--- config.mk ---
export PLATFORM = sky130hd
export DESIGN_NAME = nchbp_host_port
export DESIGN_NICKNAME = d
export VERILOG_FILES = /design/src/nchbp_pkg.sv /design/src/nchbp_int_flags.sv /design/src/nchbp_host_port.sv
export SDC_FILE = /design/constraint.sdc
export NUM_CORES = 1
export LEC_CHECK = 0
export BUFFER_PORTS_ARGS = -buffer_cell sky130_fd_sc_hd__buf_4
export CAP_MARGIN = 20
export CORE_MARGIN = 2
export CORE_UTILIZATION = 46
export CTS_CLUSTER_SIZE = 10
export DETAILED_ROUTE_END_ITERATION = 7
export PLACE_DENSITY = 0.85
export SLEW_MARGIN = 20
export SYNTH_ARGS = -nofsm -noshare
export SYNTH_HDL_FRONTEND = slang
export SYNTH_SLANG_ARGS = --single-unit
--- constraint.sdc ---
create_clock -name core_clk -period 2.5 [get_ports core_clk]
set_input_delay 0.125 -clock core_clk [delete_from_list [all_inputs] [get_ports core_clk]]
set_output_delay 0.125 -clock core_clk [all_outputs]
set_load 0.02 [all_outputs]
--- src/nchbp_pkg.sv ---
package nchbp_pkg;
    localparam int ADDR_W          = 24;
    localparam int DATA_W          = 16;
    localparam int HI_ADDR_W       = 8;
    localparam int NUM_FLAGS       = 6;
    // Interrupt flag indices
    localparam int FLG_BABBLE      = 0;
    localparam int FLG_MISS        = 1;
    localparam int FLG_MEMERR      = 2;
    localparam int FLG_RXDONE      = 3;
    localparam int FLG_TXDONE      = 4;
    localparam int FLG_INITDONE    = 5;
    // Primary control/status bit positions
    localparam int CSR_IEN_POS     = 6;
    localparam int CSR_SUM_POS     = 7;
    localparam int CSR_INITDONE_POS = 8;
    localparam int CSR_TXDONE_POS  = 9;
    localparam int CSR_RXDONE_POS  = 10;
    localparam int CSR_MEMERR_POS  = 11;
    localparam int CSR_MISS_POS    = 12;
    localparam int CSR_BABBLE_POS  = 14;
    // Reset values
    localparam logic [NUM_FLAGS-1:0] FLAGS_RST  = 6'h00;
    localparam logic [ADDR_W-1:0]    ADDR_RST   = 24'h00_0000;
    localparam logic [DATA_W-1:0]    DATA_RST   = 16'h0000;
    // Memory handshake timeout
    localparam int CLK_PERIOD_NS   = 8;
    localparam int MEM_TIMEOUT_NS  = 25600;
    localparam int MEM_TIMEOUT_CYC = MEM_TIMEOUT_NS / CLK_PERIOD_NS;
    localparam int TMR_W           = 12;

    typedef enum logic [1:0] {
        NCHBP_IDLE = 2'b00,
        NCHBP_ADDR = 2'b01,
        NCHBP_DATA = 2'b10,
        NCHBP_END  = 2'b11
    } nchbp_state_t;
endpackage : nchbp_pkg

--- src/nchbp_int_flags.sv ---
`timescale 1ns/1ps
module nchbp_int_flags (
    // Clock and reset
    input  wire logic                            core_clk,
    input  wire logic                            rst,
    // Events and host clears
    input  wire logic [nchbp_pkg::NUM_FLAGS-1:0] flag_set,
    input  wire logic [nchbp_pkg::NUM_FLAGS-1:0] flag_clr,
    input  wire logic                            interrupt_enable_bit,
    // State
    output logic      [nchbp_pkg::NUM_FLAGS-1:0] flags_r,
    output logic                                 attention_request_line_summary,
    output logic                                 attention_active
);
    import nchbp_pkg::*;

    logic [NUM_FLAGS-1:0] flags_nxt;

    genvar i;
    generate
        for (i = 0; i < NUM_FLAGS; i++) begin : g_flag
            // Set beats a clear landing in the same cycle
            always_comb begin
                flags_nxt[i] = flag_set[i] | (flags_r[i] & ~flag_clr[i]);
            end
            always_ff @(posedge core_clk) begin
                if (rst) begin
                    flags_r[i] <= FLAGS_RST[i];
                end else begin
                    flags_r[i] <= flags_nxt[i];
                end
            end
        end
    endgenerate

    assign attention_request_line_summary     = |flags_r;
    assign attention_active = attention_request_line_summary & interrupt_enable_bit;
endmodule : nchbp_int_flags

--- src/nchbp_host_port.sv ---
`timescale 1ns/1ps
// Operation
// - Master addresses span a flat 24-bit space.
// - Driven address equals the given buffer pointer, no translation.
// - Byte accesses shown by byte/word select or by byte mask pins.
// - Address strobe active level is programmable.
// - Works on multiplexed or separate address/data buses.
// - Drives direction controls for external address/data transceivers.
// - Flags raised on init, receive, transmit, babble, miss, memory error.
// - Enable bit 6 gates interrupts to the processor.
// - Bit 7 shows any pending condition for polling.
// - Attention line asserts on any flag set while enable is one.
// - Inbound control only during read data; outbound on address and writes.
module nchbp_host_port (
    // Clock and reset
    input  wire logic                              core_clk,
    input  wire logic                              rst,
    // Configuration
    input  wire logic                              byte_sel_style,
    input  wire logic                              as_active_high,
    input  wire logic                              demux_bus,
    input  wire logic                              interrupt_enable_bit,
    // Internal DMA requests
    input  wire logic                              dma_req,
    input  wire logic                              dma_write,
    input  wire logic                              dma_byte,
    input  wire logic [nchbp_pkg::ADDR_W-1:0]      dma_addr,
    input  wire logic [nchbp_pkg::DATA_W-1:0]      dma_wdata,
    output logic                                   dma_ready,
    output logic                                   dma_done,
    output logic                                   dma_error,
    output logic      [nchbp_pkg::DATA_W-1:0]      dma_rdata,
    // Internal events and host flag clears
    input  wire logic [nchbp_pkg::NUM_FLAGS-1:0]   event_set,
    input  wire logic [nchbp_pkg::NUM_FLAGS-1:0]   flag_clr,
    output logic      [nchbp_pkg::DATA_W-1:0]      primary_control_status,
    // Multiplexed address/data pins
    input  wire logic [nchbp_pkg::DATA_W-1:0]      dal_in,
    output logic      [nchbp_pkg::DATA_W-1:0]      dal_out,
    output logic                                   dal_oe,
    // Separate address pins
    output logic      [nchbp_pkg::DATA_W-1:0]      addr_lo_out,
    output logic      [nchbp_pkg::HI_ADDR_W-1:0]   addr_hi_out,
    output logic                                   addr_oe,
    // Bus control pins
    output logic                                   read_out,
    output logic                                   addr_strobe_out,
    output logic                                   data_strobe_n_out,
    output logic                                   byte_pin0_out,
    output logic                                   byte_pin1_out,
    output logic                                   transceiver_inbound_ctl,
    output logic                                   transceiver_outbound_ctl,
    output logic                                   ctl_oe,
    input  wire logic                              ready_n,
    // Open-drain attention pin
    output logic                                   attention_request_line_out,
    output logic                                   attention_request_line_oe
);
    import nchbp_pkg::*;

    nchbp_state_t          state_r,   state_nxt;
    logic [ADDR_W-1:0]     addr_r,    addr_nxt;
    logic [DATA_W-1:0]     wdata_r,   wdata_nxt;
    logic [DATA_W-1:0]     rdata_r,   rdata_nxt;
    logic                  write_r,   write_nxt;
    logic                  byte_r,    byte_nxt;
    logic                  done_r,    done_nxt;
    logic                  err_r,     err_nxt;
    logic [TMR_W-1:0]      tmr_r,     tmr_nxt;
    logic [NUM_FLAGS-1:0]  flags;
    logic [NUM_FLAGS-1:0]  all_set;
    logic                  attention_request_line_summary;
    logic                  attention_active;
    logic                  as_act;
    logic                  master;
    logic                  lo_lane;
    logic                  hi_lane;

    // Bus cycle sequencer
    always_comb begin
        state_nxt = state_r;
        addr_nxt  = addr_r;
        wdata_nxt = wdata_r;
        rdata_nxt = rdata_r;
        write_nxt = write_r;
        byte_nxt  = byte_r;
        done_nxt  = 1'b0;
        err_nxt   = 1'b0;
        tmr_nxt   = tmr_r;
        case (state_r)
            NCHBP_IDLE: begin
                if (dma_req) begin
                    addr_nxt  = dma_addr;
                    wdata_nxt = dma_wdata;
                    write_nxt = dma_write;
                    byte_nxt  = dma_byte;
                    tmr_nxt   = '0;
                    state_nxt = NCHBP_ADDR;
                end
            end
            NCHBP_ADDR: begin
                state_nxt = NCHBP_DATA;
            end
            NCHBP_DATA: begin
                if (!ready_n) begin
                    if (!write_r) begin
                        rdata_nxt = dal_in;
                    end
                    done_nxt  = 1'b1;
                    state_nxt = NCHBP_END;
                end else if (tmr_r == TMR_W'(MEM_TIMEOUT_CYC - 1)) begin
                    // No handshake: abandon cycle, raise memory error
                    done_nxt  = 1'b1;
                    err_nxt   = 1'b1;
                    state_nxt = NCHBP_END;
                end else begin
                    tmr_nxt = tmr_r + TMR_W'(1);
                end
            end
            NCHBP_END: begin
                state_nxt = NCHBP_IDLE;
            end
            default: begin
                state_nxt = NCHBP_IDLE;
            end
        endcase
    end

    always_ff @(posedge core_clk) begin
        if (rst) begin
            state_r <= NCHBP_IDLE;
            addr_r  <= ADDR_RST;
            wdata_r <= DATA_RST;
            rdata_r <= DATA_RST;
            write_r <= 1'b0;
            byte_r  <= 1'b0;
            done_r  <= 1'b0;
            err_r   <= 1'b0;
            tmr_r   <= '0;
        end else begin
            state_r <= state_nxt;
            addr_r  <= addr_nxt;
            wdata_r <= wdata_nxt;
            rdata_r <= rdata_nxt;
            write_r <= write_nxt;
            byte_r  <= byte_nxt;
            done_r  <= done_nxt;
            err_r   <= err_nxt;
            tmr_r   <= tmr_nxt;
        end
    end

    assign dma_ready = (state_r == NCHBP_IDLE);
    assign dma_done  = done_r;
    assign dma_error = err_r;
    assign dma_rdata = rdata_r;

    // Pin drive while master
    assign master  = (state_r == NCHBP_ADDR) | (state_r == NCHBP_DATA);
    assign as_act  = (state_r == NCHBP_ADDR);
    assign ctl_oe  = master;
    assign addr_oe = master;

    assign addr_hi_out = addr_r[ADDR_W-1:DATA_W];
    assign addr_lo_out = addr_r[DATA_W-1:0];

    always_comb begin
        dal_out = DATA_RST;
        dal_oe  = 1'b0;
        if (as_act && !demux_bus) begin
            dal_out = addr_r[DATA_W-1:0];
            dal_oe  = 1'b1;
        end else if (state_r == NCHBP_DATA && write_r) begin
            dal_out = wdata_r;
            dal_oe  = 1'b1;
        end
    end

    assign read_out          = master & ~write_r;
    assign addr_strobe_out   = as_active_high ? as_act : ~as_act;
    assign data_strobe_n_out = ~(state_r == NCHBP_DATA);

    // Transceiver direction; address phase counts as outbound
    assign transceiver_inbound_ctl  = (state_r == NCHBP_DATA) & ~write_r;
    assign transceiver_outbound_ctl = as_act | 
                                      ((state_r == NCHBP_DATA) & write_r);

    // Byte lanes: low lane is even address
    assign lo_lane = ~byte_r | ~addr_r[0];
    assign hi_lane = ~byte_r |  addr_r[0];
    always_comb begin
        if (byte_sel_style) begin
            byte_pin0_out = byte_r;
            byte_pin1_out = 1'b0;
        end else begin
            byte_pin0_out = ~lo_lane;
            byte_pin1_out = ~hi_lane;
        end
    end

    // Interrupt flags
    always_comb begin
        all_set           = event_set;
        all_set[FLG_MEMERR] = event_set[FLG_MEMERR] | err_r;
    end

    nchbp_int_flags u_flags (
        .core_clk             (core_clk),
        .rst                  (rst),
        .flag_set             (all_set),
        .flag_clr             (flag_clr),
        .interrupt_enable_bit (interrupt_enable_bit),
        .flags_r              (flags),
        .attention_request_line_summary         (attention_request_line_summary),
        .attention_active     (attention_active)
    );

    // Status word read by the host to find the cause
    always_comb begin
        primary_control_status                 = DATA_RST;
        primary_control_status[CSR_IEN_POS]    = interrupt_enable_bit;
        primary_control_status[CSR_SUM_POS]    = attention_request_line_summary;
        primary_control_status[CSR_INITDONE_POS] = flags[FLG_INITDONE];
        primary_control_status[CSR_TXDONE_POS] = flags[FLG_TXDONE];
        primary_control_status[CSR_RXDONE_POS] = flags[FLG_RXDONE];
        primary_control_status[CSR_MEMERR_POS] = flags[FLG_MEMERR];
        primary_control_status[CSR_MISS_POS]   = flags[FLG_MISS];
        primary_control_status[CSR_BABBLE_POS] = flags[FLG_BABBLE];
    end

    // Open drain: pull low only, so several sources can share the line
    assign attention_request_line_out = 1'b0;
    assign attention_request_line_oe  = attention_active;
endmodule : nchbp_host_port

==> results_dict.tcl <==
set metrics [dict create \
    syn_avg_cell_area_um2 7.968 \
    synth.top_cells.by_count "128 x nand2_1, 80 x dfxtp_1, 66 x a21oi_1" \
    p_per_area_nw_per_um2 772.9 \
    final_max_slew_viol_count 0 \
    yosysTopAreaCell "dfxtp_1" \
    grt_overflow 0 \
    relSlewSlack 0.5271 \
    hold_violations 0 \
    finalCritPeriodShare 0.8618 \
    dr.pass1.iters 4 \
    finClkSkew_ns 0.01016 \
    leakage_nw 2.107 \
    cts_tree "done" \
    hold_class "in -> reg" \
    worstPathMaxFanout 13 \
    routedWlPerCell_um 14.24 \
    n_fill_cell 624 \
    synthFlopType "dfxtp_1" \
    die-area_um2 8137 \
    required_ns 2.72 \
    dp_hpwl_mm 6.759 \
    die_h_um 90.21 \
    multiInputGateArea_um2 1600 \
    synthesis.area_um2 3418 \
    io_pins 165 \
    grt_use_total 0.2352 \
    syn_to_final_growth_pct 40.04 \
    fin_nets 656 \
    cts.sinks 80 \
    antenna_found_initial 0 \
    min_period_ns 2.155 \
    initial_core_util 0.4738 \
    place.port_buffers 155 \
    num_rows 31 \
    critical_path.max_stage_delay_ns 0.42 \
    path_common_cell "inv_1" \
    routed_via_density 5.163 \
    vias 3490 \
    drt_first_iter_violations 170 \
    drive_gt1_frac 0.3172 \
    yosys_warnings 0 \
    max_freq_mhz 464.1 \
    ir_worst_vdd_v 0.0005408 \
    grt_max_degree 71 \
    crit_chain "inv_1 -> ha_1 -> inv_1 -> nor4_1 -> buf_4 -> o311ai_0 -> o31ai_1" \
    critical_path_arrival_ns 2.37 \
    setup_tns_ns 0 \
    dieWidth_um 90.21 \
    htreeDepth 3 \
    gp_congestion 0.8728 \
    synth_most_common_cell "nand2_1" \
    synth.yosys.seq_area_share 0.4685 \
    ys_ff_latch 80 \
    clk_pin_slew_ns 0.09 \
    setup_violations 0 \
    grt_setup_unrepaired "no" \
    critPathSlowestCell "o311ai_0" \
    synth_edf_count 0 \
    preCtsSetupSlack_ns 0.4670 \
    n_antenna_cell 0 \
    clock_latency_ns 0.34 \
    synthArstFlopShare 0 \
    wl_mm 9.628 \
    cts.repair.resized 0 \
    grt_pass1_vias 3366 \
    critPathLaunchType "flip-flop" \
    cts_root_buf "clkbuf_8" \
    regArea_um2 1602 \
    synth_cells 429 \
    max-clock-path-buffers 2 \
    synth_area_leaders "dfxtp_1 47%, nand2_1 14%, a21oi_1 9.7%, a22o_1 4.1%, buf_4 2.9%" \
    core_area_um2 7214 \
    drc 0 \
    critPathKind "reg -> reg" \
    synth_cell_type_count 42 \
    netlist.area_leader.share 0.4685 \
    worst_pin_slew_ns 0.7093 \
    status "finished clean" \
    critPathCaptureType "flip-flop" \
    ant_nets 0 \
    grt_first_pass_wirelength_mm 15.95 \
    cts_buffers 9 \
    drv_cap 0 \
    setup_slack_ns 0.3454 \
]
## area by class of cell
type	instances	share of cell area
flip-flops and latches	80	0.3346
multi-input cells	306	0.3343
repair buffers	167	0.2640
clock buffers	10	0.02875
well taps	99	0.02588
inverters	10	0.007841
clock inverters	4	0.004705
## layer usage
layer / global-route usage / vias up / wire length (um)
met5: 0 / - / 0
met4: 0.07051 / 0 / 134
met3: 0.08215 / 8 / 889
met2: 0.3784 / 166 / 4527
met1: 0.2984 / 1587 / 4076
li1: - / 1729 / -
## kinds of logic after synthesis
logic type / Yosys count / synth area share
AO/OA/AOI/OAI: 115 / 0.2134
XOR/XNOR: 1 / 0.002563
adder cells (fa/ha/maj): 4 / 0.01464
buffers and inverters: 51 / 0.07357
flip-flops: 80 / 0.4685
multiplexers: 2 / 0.005857
other: 1 / 0.001097
AND/OR/NAND/NOR: 175 / 0.2204
## power by group
part,internal (mW),switching (mW)
logic,0.530,0.772
registers,1.45,0.124
clock network,0.372,0.448
total,2.36,1.34
## state kept, by name, summed over array words and instances, names as in the netlist
signal,cells
wdata_r,16
dma_error,1
byte_r,1
state_r,2
dma_rdata,16
dma_done,1
u_flags.flags_r,6
addr_r,24
tmr_r,12
write_r,1
## per-stage QoR
stage            util  area [um2]  hold WS (ns)  power, mW  std cells
3_5_place_dp   0.6358        4587        0.3416      2.904        658
3_3_place_gp   0.6358        4587        0.3354      2.868        658
4_1_cts        0.6635        4787      0.003312      3.721        676
2_1_floorplan       -        3448        0.2242      2.376        437
5_1_grt        0.6635        4787       0.01185      3.911        676
6_report       0.6635        4787      0.007528      3.700        676
## cells in the final DEF, fill, tap and decap left out, types with 2 or more instances in the layout
master,synthesis,layout
nor2_1,13,13
dfxtp_1,80,80
clkinv_2,0,3
nor3_1,3,2
buf_4,13,163
nand4_1,2,2
nand3_1,6,6
a211oi_1,2,2
and2_1,3,3
conb_1,1,9
o31ai_1,4,4
and3_1,3,3
a31oi_1,4,4
o311ai_0,9,9
ha_1,4,4
nand2b_1,3,3
o21a_1,2,2
inv_1,10,10
a21oi_1,66,66
a22o_1,16,16
mux2i_1,2,2
clkbuf_8,0,10
nand2_1,128,128
nor4_1,2,2
a41oi_1,2,2
nor2b_1,4,4
dlygate4sd3_1,0,4
o21ai_0,6,6
## worst max-delay path: cells and delay by family (launching register included)
family | cells | cell delay [ns]
AOI/OAI and AO/OA | 2 | 0.55
adders and majority gates | 1 | 0.32
buffers and inverters | 3 | 0.68
DFF | 1 | 0.37
and+or+nand+nor | 1 | 0.12
## path summary, 6_finish.rpt
| kind | start | end | slack [ns] | depth (start not counted) |
|---|---|---|---|---|
| max | state_r[0] | tmr_r[6] | 0.35 | 7 |
| min | event_set[0] | u_flags.flags_r[0] | 0.008 | 3 |
| max reg2reg | state_r[0] | tmr_r[6] | 0.35 | 7 |
| min reg2reg | addr_r[21] | addr_r[21] | 0.46 | 2 |
## repair_timing
item	4_1_cts	5_1_grt
setup buffers	0	0
hold buffers	4	0
endpoints found under the hold margin	4	0
(Power assumes the default switching activity.)
